## src/core/odcs_map.vh

```
// odcs_map.vh - bit positions, reset values and timing counts of the driver control block
`ifndef ODCS_MAP_VH
`define ODCS_MAP_VH
// frame bit positions (drive_control_word / fault_status_word)
`define ODCS_BIT_SEL        0
`define ODCS_BIT_ENABLE     23
`define ODCS_BIT_CLEAR      22
`define ODCS_BIT_DUTY       21
`define ODCS_BIT_VRDIS      20
`define ODCS_BIT_MON_HI     19
`define ODCS_BIT_MON_LO     18
`define ODCS_BIT_OVV        22
`define ODCS_BIT_UNV        21
`define ODCS_BIT_TSD        20
`define ODCS_BIT_TW         19
`define ODCS_BIT_NRDY       18
// mask of the nine switch positions 17,15,14,6..1
`define ODCS_DRV_MASK       24'h02C07E
`define ODCS_WORD_RESET     24'h000000
// monitor select codes
`define ODCS_MON_F          2'h0
`define ODCS_MON_A          2'h2
`define ODCS_MON_D          2'h1
`define ODCS_MON_E          2'h3
// timing, clock 10 MHz
`define ODCS_CLK_HZ         10000000
`define ODCS_STARTUP_US     50
`define ODCS_STARTUP_CYC    ((`ODCS_STARTUP_US * `ODCS_CLK_HZ + 999999) / 1000000)
`define ODCS_RETRY_PERIOD_US 400
// cycles per microsecond first, so the product stays inside 32 bits
`define ODCS_RETRY_PERIOD_CYC (`ODCS_RETRY_PERIOD_US * (`ODCS_CLK_HZ / 1000000))
// on-time share of the retry period: 12 % and 25 %
`define ODCS_RETRY_ON12_CYC (`ODCS_RETRY_PERIOD_CYC * 12 / 100)
`define ODCS_RETRY_ON25_CYC (`ODCS_RETRY_PERIOD_CYC * 25 / 100)
`endif

```

## src/core/odcs_retry.v

```verilog
// odcs_retry.v - overcurrent latch with optional timed auto-retry for one switch
`timescale 1ns/1ps
`include "odcs_map.vh"
module odcs_retry (
  // clock and reset
  input  wire CLK_I,
  input  wire RESET_I,
  // controls
  input  wire oc_i,        // overcurrent event from the switch
  input  wire clear_i,     // status clear pulse
  input  wire retry_en_i,  // auto-retry enabled for this switch
  input  wire duty_i,      // 0: 12 %, 1: 25 %
  input  wire standby_i,   // standby clears everything
  // results
  output reg  flag_o,      // sticky overcurrent flag
  output wire block_o      // driver held off
);
  reg [11:0] cnt_reg;  // retry off-time counter
  reg        off_reg;  // driver disabled by a trip
  // off times per duty, cut to the counter width where used
  localparam [31:0] OFF25_N = `ODCS_RETRY_PERIOD_CYC - `ODCS_RETRY_ON25_CYC;
  localparam [31:0] OFF12_N = `ODCS_RETRY_PERIOD_CYC - `ODCS_RETRY_ON12_CYC;
  wire [11:0] off_len;  // off time for the selected duty
  assign off_len = duty_i ? OFF25_N[11:0] : OFF12_N[11:0];
  assign block_o = off_reg;
  // trip, wait, re-enable
  always @(posedge CLK_I or posedge RESET_I) begin
    if (RESET_I) begin
      flag_o  <= 1'b0;
      off_reg <= 1'b0;
      cnt_reg <= 12'h000;
    end else if (standby_i) begin
      flag_o  <= 1'b0;
      off_reg <= 1'b0;
      cnt_reg <= 12'h000;
    end else if (oc_i) begin
      // set wins over clear
      flag_o  <= 1'b1; // RULE8
      off_reg <= 1'b1; // RULE8
      cnt_reg <= off_len;
    end else begin
      if (clear_i) begin
        flag_o <= 1'b0;
      end
      if (off_reg) begin
        if (retry_en_i) begin
          // timed re-enable gives pulsed current
          if (cnt_reg <= 12'h001) begin
            off_reg <= 1'b0; // RULE9
          end else begin
            cnt_reg <= cnt_reg - 12'h001;
          end
        end else if (clear_i) begin
          off_reg <= 1'b0; // RULE10
        end
      end
    end
  end
endmodule // odcs_retry

```

## src/core/odcs_top.v

```verilog
// odcs_top.v - control and status logic of the multi-output load driver
// Notes on behaviour
// RULE1: thermal shutdown latches, all outputs off
// RULE2: temperature warning sticky until host clears
// RULE3: standby-to-active starts settle timer, outputs held
// RULE4: not-ready clears itself when timer ends
// RULE5: drive bit one switches that output on
// RULE6: gated outputs conduct only while pulse pin high
// RULE7: never both switches of one half bridge
// RULE8: overcurrent sets matching bit, disables driver
// RULE9: auto-retry re-enables after delay, duty bit 21
// RULE10: without retry, host clears before reactivation
// RULE11: bit zero is NOR of all fault bits
// RULE12: monitor select codes map to four outputs
// RULE13: supply faults auto-recover unless disabled
// RULE14: frame bit zero selects register pair
// RULE15: clear bit empties status at frame end
// RULE16: bits 19:18 drive monitor multiplexer
`timescale 1ns/1ps
`include "odcs_map.vh"
module odcs_top (
  // clock and reset
  input  wire        CLK_I,
  input  wire        RESET_I,
  // completed frame from the serial interface
  input  wire        FRAME_VALID_I,   // one-cycle pulse at chip-select rise, 24 bits exact
  input  wire [23:0] FRAME_DATA_I,    // received frame
  // other input register settings
  input  wire [23:0] GATE_EN_I,       // pulse gating enable per drive bit position
  input  wire [23:0] GATE_SEL_I,      // 0: pulse input 1, 1: pulse input 2, per position
  input  wire [23:0] RETRY_EN_I,      // overcurrent auto-retry enable per position
  input  wire        OTHER_FAULT_I,   // OR of bits 1..22 of the other status register
  // pulse gate pins
  input  wire        PULSE_GATE_INPUT_1_I,
  input  wire        PULSE_GATE_INPUT_2_I,
  // analog events
  input  wire [23:0] OVERCURRENT_I,   // overcurrent per drive bit position
  input  wire        THERMAL_SHUTDOWN_I,
  input  wire        TEMP_WARNING_I,
  input  wire        SUPPLY_OVER_I,
  input  wire        SUPPLY_UNDER_I,
  // outputs
  output reg  [23:0] DRIVE_O,         // switch on per drive bit position
  output reg  [1:0]  MONITOR_SEL_O,   // current monitor mux select
  output reg  [23:0] STATUS_O,        // fault_status_word for readout
  output wire        ACTIVE_O         // device in active mode
);
  // mode states, one-hot
  localparam [2:0] ST_STANDBY = 3'b001;
  localparam [2:0] ST_SETTLE  = 3'b010;
  localparam [2:0] ST_ACTIVE  = 3'b100;
  // settle reload, cut to the timer width where it is loaded
  localparam [31:0] SETTLE_LOAD_N = `ODCS_STARTUP_CYC - 1;

  reg  [2:0]  state_reg;      // mode
  reg  [2:0]  state_next;     // next mode
  reg  [23:0] ctrl_reg;       // drive_control_word
  reg  [12:0] settle_reg;     // settle countdown
  reg         tsd_reg;        // thermal shutdown flag
  reg         tw_reg;         // temperature warning flag
  reg         ovv_reg;        // supply over flag
  reg         unv_reg;        // supply under flag
  reg         supply_off_reg; // outputs held by supply fault
  wire        wr_this;        // frame for this pair
  wire        clr;            // status clear at frame end
  wire        standby;        // standby mode
  wire [23:0] oc_flag;        // overcurrent flags
  wire [23:0] oc_block;       // drivers held off by trip
  reg  [23:0] want;           // requested after gating
  reg  [23:0] stat_next;      // status word assembled

  // frame decode: write strobe and status clear
  assign wr_this = FRAME_VALID_I & ~FRAME_DATA_I[`ODCS_BIT_SEL]; // RULE14
  assign clr     = FRAME_VALID_I & FRAME_DATA_I[`ODCS_BIT_CLEAR]; // RULE15
  assign standby = state_reg[0];
  assign ACTIVE_O = state_reg[2];

  // drive register write
  always @(posedge CLK_I or posedge RESET_I) begin
    if (RESET_I) begin
      ctrl_reg <= `ODCS_WORD_RESET;
    end else if (wr_this) begin
      // a frame with bit 0 set belongs to the other pair
      ctrl_reg <= FRAME_DATA_I;
    end
  end

  // mode sequencing
  always @* begin
    state_next = state_reg;
    case (state_reg)
      ST_STANDBY: if (ctrl_reg[`ODCS_BIT_ENABLE]) state_next = ST_SETTLE; // RULE3
      ST_SETTLE: begin
        // dropping enable mid-settle aborts back to standby
        if (!ctrl_reg[`ODCS_BIT_ENABLE]) state_next = ST_STANDBY;
        else if (settle_reg == 13'h0000) state_next = ST_ACTIVE; // RULE4
      end
      ST_ACTIVE: if (!ctrl_reg[`ODCS_BIT_ENABLE]) state_next = ST_STANDBY;
      default: state_next = ST_STANDBY;
    endcase
  end

  // mode register and settle timer
  always @(posedge CLK_I or posedge RESET_I) begin
    if (RESET_I) begin
      state_reg  <= ST_STANDBY;
      settle_reg <= 13'h0000;
    end else begin
      state_reg <= state_next;
      if (state_reg[0]) begin
        // standby keeps the timer primed, so settling starts full
        settle_reg <= SETTLE_LOAD_N[12:0]; // RULE3
      end else if (state_reg[1] && settle_reg != 13'h0000) begin
        // count down while settling, then hold at zero
        settle_reg <= settle_reg - 13'h0001;
      end
    end
  end

  // sticky thermal and supply flags, set wins over clear
  always @(posedge CLK_I or posedge RESET_I) begin
    if (RESET_I) begin
      tsd_reg        <= 1'b0;
      tw_reg         <= 1'b0;
      ovv_reg        <= 1'b0;
      unv_reg        <= 1'b0;
      supply_off_reg <= 1'b0;
    end else if (standby) begin
      // standby clears every flag and the supply hold
      tsd_reg        <= 1'b0;
      tw_reg         <= 1'b0;
      ovv_reg        <= 1'b0;
      unv_reg        <= 1'b0;
      supply_off_reg <= 1'b0;
    end else begin
      // sticky latches: the event term wins over the clear
      tsd_reg <= THERMAL_SHUTDOWN_I | (tsd_reg & ~clr); // RULE1
      tw_reg  <= TEMP_WARNING_I | (tw_reg & ~clr);      // RULE2
      ovv_reg <= SUPPLY_OVER_I | (ovv_reg & ~clr);
      unv_reg <= SUPPLY_UNDER_I | (unv_reg & ~clr);
      // supply hold, released on recovery unless recovery is disabled
      if (SUPPLY_OVER_I | SUPPLY_UNDER_I) begin
        supply_off_reg <= 1'b1;
      end else if (!ctrl_reg[`ODCS_BIT_VRDIS] || clr) begin
        supply_off_reg <= 1'b0; // RULE13
      end
    end
  end

  // one overcurrent latch per switch position
  // duty select is shared, retry enable is per switch
  genvar g;
  generate
    for (g = 0; g < 24; g = g + 1) begin : g_oc
      if (((`ODCS_DRV_MASK >> g) & 1) != 0) begin : g_sw
        odcs_retry u_retry (
          .CLK_I      (CLK_I),
          .RESET_I    (RESET_I),
          .oc_i       (OVERCURRENT_I[g]),
          .clear_i    (clr),
          .retry_en_i (RETRY_EN_I[g]),
          .duty_i     (ctrl_reg[`ODCS_BIT_DUTY]),
          .standby_i  (standby),
          .flag_o     (oc_flag[g]),
          .block_o    (oc_block[g])
        );
      end else begin : g_none
        // unused positions read zero and never block
        assign oc_flag[g]  = 1'b0; // RULE8
        assign oc_block[g] = 1'b0;
      end
    end
  endgenerate

  // drive request, gating and half bridge interlock
  always @* begin : p_want
    integer i;
    i    = 0; // loop index, defined before any use
    want = ctrl_reg & `ODCS_DRV_MASK & ~oc_block; // RULE5 RULE8 RULE10
    // pulse gating per position, the selected pin must be high
    for (i = 0; i < 24; i = i + 1) begin
      if (GATE_EN_I[i] && !(GATE_SEL_I[i] ? PULSE_GATE_INPUT_2_I : PULSE_GATE_INPUT_1_I)) begin
        want[i] = 1'b0; // RULE6
      end
    end
    // half bridge pairs sit at bits 1/2, 3/4 and 5/6; a conflict turns both off
    for (i = 1; i < 6; i = i + 2) begin
      if (want[i] && want[i + 1]) begin
        want[i]     = 1'b0; // RULE7
        want[i + 1] = 1'b0; // RULE7
      end
    end
    // mode, thermal and supply holds override every request
    if (!state_reg[2] || tsd_reg || supply_off_reg) begin
      want = `ODCS_WORD_RESET; // RULE1 RULE3 RULE13
    end
  end

  // status word assembly
  always @* begin
    stat_next = oc_flag & `ODCS_DRV_MASK;
    // bit 23 always one so a dead link reads as invalid
    stat_next[`ODCS_BIT_ENABLE] = 1'b1;
    stat_next[`ODCS_BIT_OVV]    = ovv_reg;
    stat_next[`ODCS_BIT_UNV]    = unv_reg;
    stat_next[`ODCS_BIT_TSD]    = tsd_reg;
    stat_next[`ODCS_BIT_TW]     = tw_reg;
    stat_next[`ODCS_BIT_NRDY]   = state_reg[1]; // RULE3 RULE4
    // no-error bit last, after every fault bit is in place
    stat_next[0] = ~(|stat_next[22:1] | OTHER_FAULT_I); // RULE11
  end

  // registered outputs
  // data outputs come from flip-flops, one cycle behind the logic
  always @(posedge CLK_I or posedge RESET_I) begin
    if (RESET_I) begin
      DRIVE_O       <= `ODCS_WORD_RESET;
      MONITOR_SEL_O <= `ODCS_MON_F;
      STATUS_O      <= `ODCS_WORD_RESET;
    end else begin
      DRIVE_O       <= want;
      MONITOR_SEL_O <= {ctrl_reg[`ODCS_BIT_MON_HI], ctrl_reg[`ODCS_BIT_MON_LO]}; // RULE12 RULE16
      STATUS_O      <= stat_next;
    end
  end
endmodule // odcs_top

```

## config.mk

```make
export PLATFORM = sky130hd
export DESIGN_NAME = odcs_top
export DESIGN_NICKNAME = d
export VERILOG_FILES = /design/src/core/odcs_retry.v /design/src/core/odcs_top.v
export VERILOG_INCLUDE_DIRS = /design/src /design/src/core
export SDC_FILE = /design/constraint.sdc
export NUM_CORES = 1
export LEC_CHECK = 0
export BUFFER_PORTS_ARGS = -buffer_cell sky130_fd_sc_hd__buf_2
export CAP_MARGIN = 20
export CORE_MARGIN = 2
export CORE_UTILIZATION = 30
export DETAILED_ROUTE_END_ITERATION = 8
export PLACE_DENSITY = 0.53
export SYNTH_ARGS = -nofsm -noshare
export SYNTH_HDL_FRONTEND = slang
export SYNTH_SLANG_ARGS = --single-unit
```

## constraint.sdc

```tcl
create_clock -name CLK_I -period 8.4 [get_ports CLK_I]
set_clock_uncertainty 0.15 [all_clocks]
set_input_delay 1.68 -clock CLK_I [delete_from_list [all_inputs] [get_ports CLK_I]]
set_output_delay 1.68 -clock CLK_I [all_outputs]
set_load 0.01 [all_outputs]
```

==> results.md <==
- Final Hold Viols: 0
- EDFF count, synth: 0
- Avg Cell Area, Syn: 9.72 um2
- Layout cells sized above 1: 15.3%
- FP Rows: 66
- Setup bufs post-CTS: 0
- Max Slew Vio Count: 0
- Hold depth: 0
- Post-synthesis async set-or-reset flop share: 100%
- Synth unique cells: 86
- Ant. Diodes: 0
- Most used DFF post-synth: dfrtp_1
- Final WL: ~24,000 um
- Post-route design area: ~11,000 um2
- Largest net degree at the start of global routing: 119
- 1st-pass router iterations: 5
- CTS tree: done
- Root buf cell: clkbuf_16
- GR Util All Layers: 14.9%
- Top cells by area, synth: dfrtp_1 (47%), a21oi_1 (4.6%), nor2_1 (3.5%), xnor2_1 (3.3%), xor2_1 (2.6%)
- Critical Path Max Stage Delay: about 0.6 ns
- Yosys warns: 0
- Number of port buffers: 89
- Clock Latency Late Sink: 0.43 ns
- Worst setup EP type: flop
- Core box area: 32,600 um2
- Relative slew slack: 40.1%
- Maximum VDD drop: 0.143 mV
- RSZ-0062 raised after global routing: no
- DP HPWL: between 15,000 and 20,000 um
- CP arrival: 3.28 ns
- P per Cell Area: 272 nW/um2
- Synth top area share: 47.1%
- WP data required: about 8.6 ns
- Final GP Congestion: 0.803
- Antenna Nets Post-Route: 0
- F_max: 0.322 GHz
- Mapped Area: just under 10,000 um2
- Critical Path Source Type: primary input
- Area grow syn2layout: 14.1%
- Fin crit share: 37.0%
- Dominant cell type by area after synthesis: dfrtp_1
- DRC: 0
- Vias in the first global route: 7,764
- Slowest CP cell: a41oi_1
- First-pass GRT wire length: 41,000 um
- Number of synthesized register bits: 188
- DP Area: 10,700 um2
- Die ar.: 34,600 um2
- TritonCTS Buffers: 17
- Critical path type: in2reg
- Chip Width: 186 um
- Gates resized, CTS repair: 0
- Max FFs per register: roughly 110
- Clock transition at path regs: about 0.080 ns
- Cell family with most CP delay: compound AO/OA/AOI/OAI gates
- Die height: 186 um
- Initial Util: a little under a third
- Worst Tran Pin Value: 0.891 ns
- Post-Syn Instances: a little over 1k
- Antenna violations before repair: 0
- Fin nets: about 1.2k
- # IOs: 181
- Wirelength per Cell: roughly 16 um
- Worst path bufs/invs: 1
- Post-route setup TNS: 0 ns
- Clock sinks: 188
- Iter 0 DRT Violations: 436
- Post-DR vias/cell: approximately 5
- GRT overflow: 0
- Register area share after synthesis: 47.3%
- Status: complete, no violations
- Final setup viols: 0
- Fin crit period: 3.10 ns
- Levels on crit path: 6
- Clk buf depth: 2
- CP max FO: 11
- CP cell instances: buf_2 -> nand2_1 -> a41oi_1 -> or3_1 -> a21oi_1 -> a311oi_1
- Static Leak: 4.85 nW
- Top-count cell post-synth: dfrtp_1
- Max Cap Viol: 0
- Synth cell count leaders: dfrtp_1 (187), a21oi_1 (92), nor2_1 (92)
- H-tree levels: 4
- Via total after detailed routing: 7,767
- Register-to-Register Path Depth: 6
- Worst hold path class: reg2reg
- Post-CTS Hold Buffers: 0
[worst register-to-register path, delay by kind of cell (launching register included)]
kind | cells | cell delay, ns
DFF | 1 | 0.97
buffers and inverters | 1 | 0.65
AOI/OAI and AO/OA | 3 | 0.55
and+or+nand+nor | 2 | 0.50
[placed cells by master, fill, tap and decap left out, types with 11 or more instances in the layout]
master | synthesis | routed
inv_1 | 39 | 38
dfrtp_1 | 187 | 187
or2_2 | 12 | 12
conb_1 | 2 | 24
nor4_1 | 26 | 26
ha_1 | 20 | 20
o21ai_0 | 39 | 39
a21oi_1 | 92 | 92
mux2i_1 | 13 | 13
nand2_1 | 60 | 60
nand3_1 | 29 | 29
clkbuf_16 | 0 | 17
xnor2_1 | 37 | 37
nor3_1 | 47 | 47
or3_1 | 14 | 14
nor2_1 | 92 | 92
nor3b_1 | 13 | 13
xor2_1 | 30 | 30
or4_1 | 13 | 13
mux2_2 | 11 | 11
buf_2 | 2 | 89
[final cells by class]
type	count	area (um2)
timing repair buffer	93	475
multi-input combinational	753	4840
clock buffer	19	433
tap	442	553
clock inverter	13	166
sequential	188	4710
inverter	44	173
fill	3362	21300
[logic make-up after synthesis]
family,count (synthesis),share of synthesized area [%]
adders and majority gates,20,2.52
AOI/OAI and AO/OA,242,15.9
other,2,0.0755
xor gates and xnor gates,67,5.90
and+or+nand+nor,376,20.8
DFF,188,47.3
muxes,24,2.55
buffers and inverters,104,4.89
[metrics by stage]
step	instances	power (mW)	utilization (%)	setup slack [ns]	hold slack, ns
floorplan	1045	2.01	-	1.46	0.200
global placement	1520	2.26	32.9	4.77	0.206
detailed placement	1520	2.27	32.9	4.77	0.218
CTS	1552	3.12	34.8	5.25	0.228
global route	1552	3.32	34.8	4.99	0.245
finish	1552	3.09	34.8	5.30	0.224
[final timing paths]
| kind | slack, ns | endpoint | from |
|---|---|---|---|
| max | 5.30 | g_oc[6].g_sw.u_retry.cnt_reg[11] | RETRY_EN_I[6] |
| min | 0.22 | MONITOR_SEL_O[1] | ctrl_reg[19] |
| max reg2reg | 5.46 | g_oc[15].g_sw.u_retry.cnt_reg[4] | state_reg[0] |
| min reg2reg | 0.22 | MONITOR_SEL_O[1] | ctrl_reg[19] |
| max in group asynchronous | 5.36 | g_oc[2].g_sw.u_retry.cnt_reg[6] | RESET_I |
| min in group asynchronous | 1.21 | DRIVE_O[4] | RESET_I |
[where the power goes]
part / internal (mW) / leakage, nW / switching (mW)
clock network: 0.472 / 0.290 / 0.367
registers: 1.08 / 2.47 / 0.213
logic: 0.391 / 2.09 / 0.567
[layer usage]
metal	part of all wire [%]	wire length, um	up-vias	global-route usage, %
met5	0	0	-	0
met4	2.0	478	0	4.82
met3	3.5	864	34	2.66
met2	46	11200	133	23.9
met1	49	12000	3794	20.5
li1	-	-	3806	-
(Power assumes the default switching activity.)
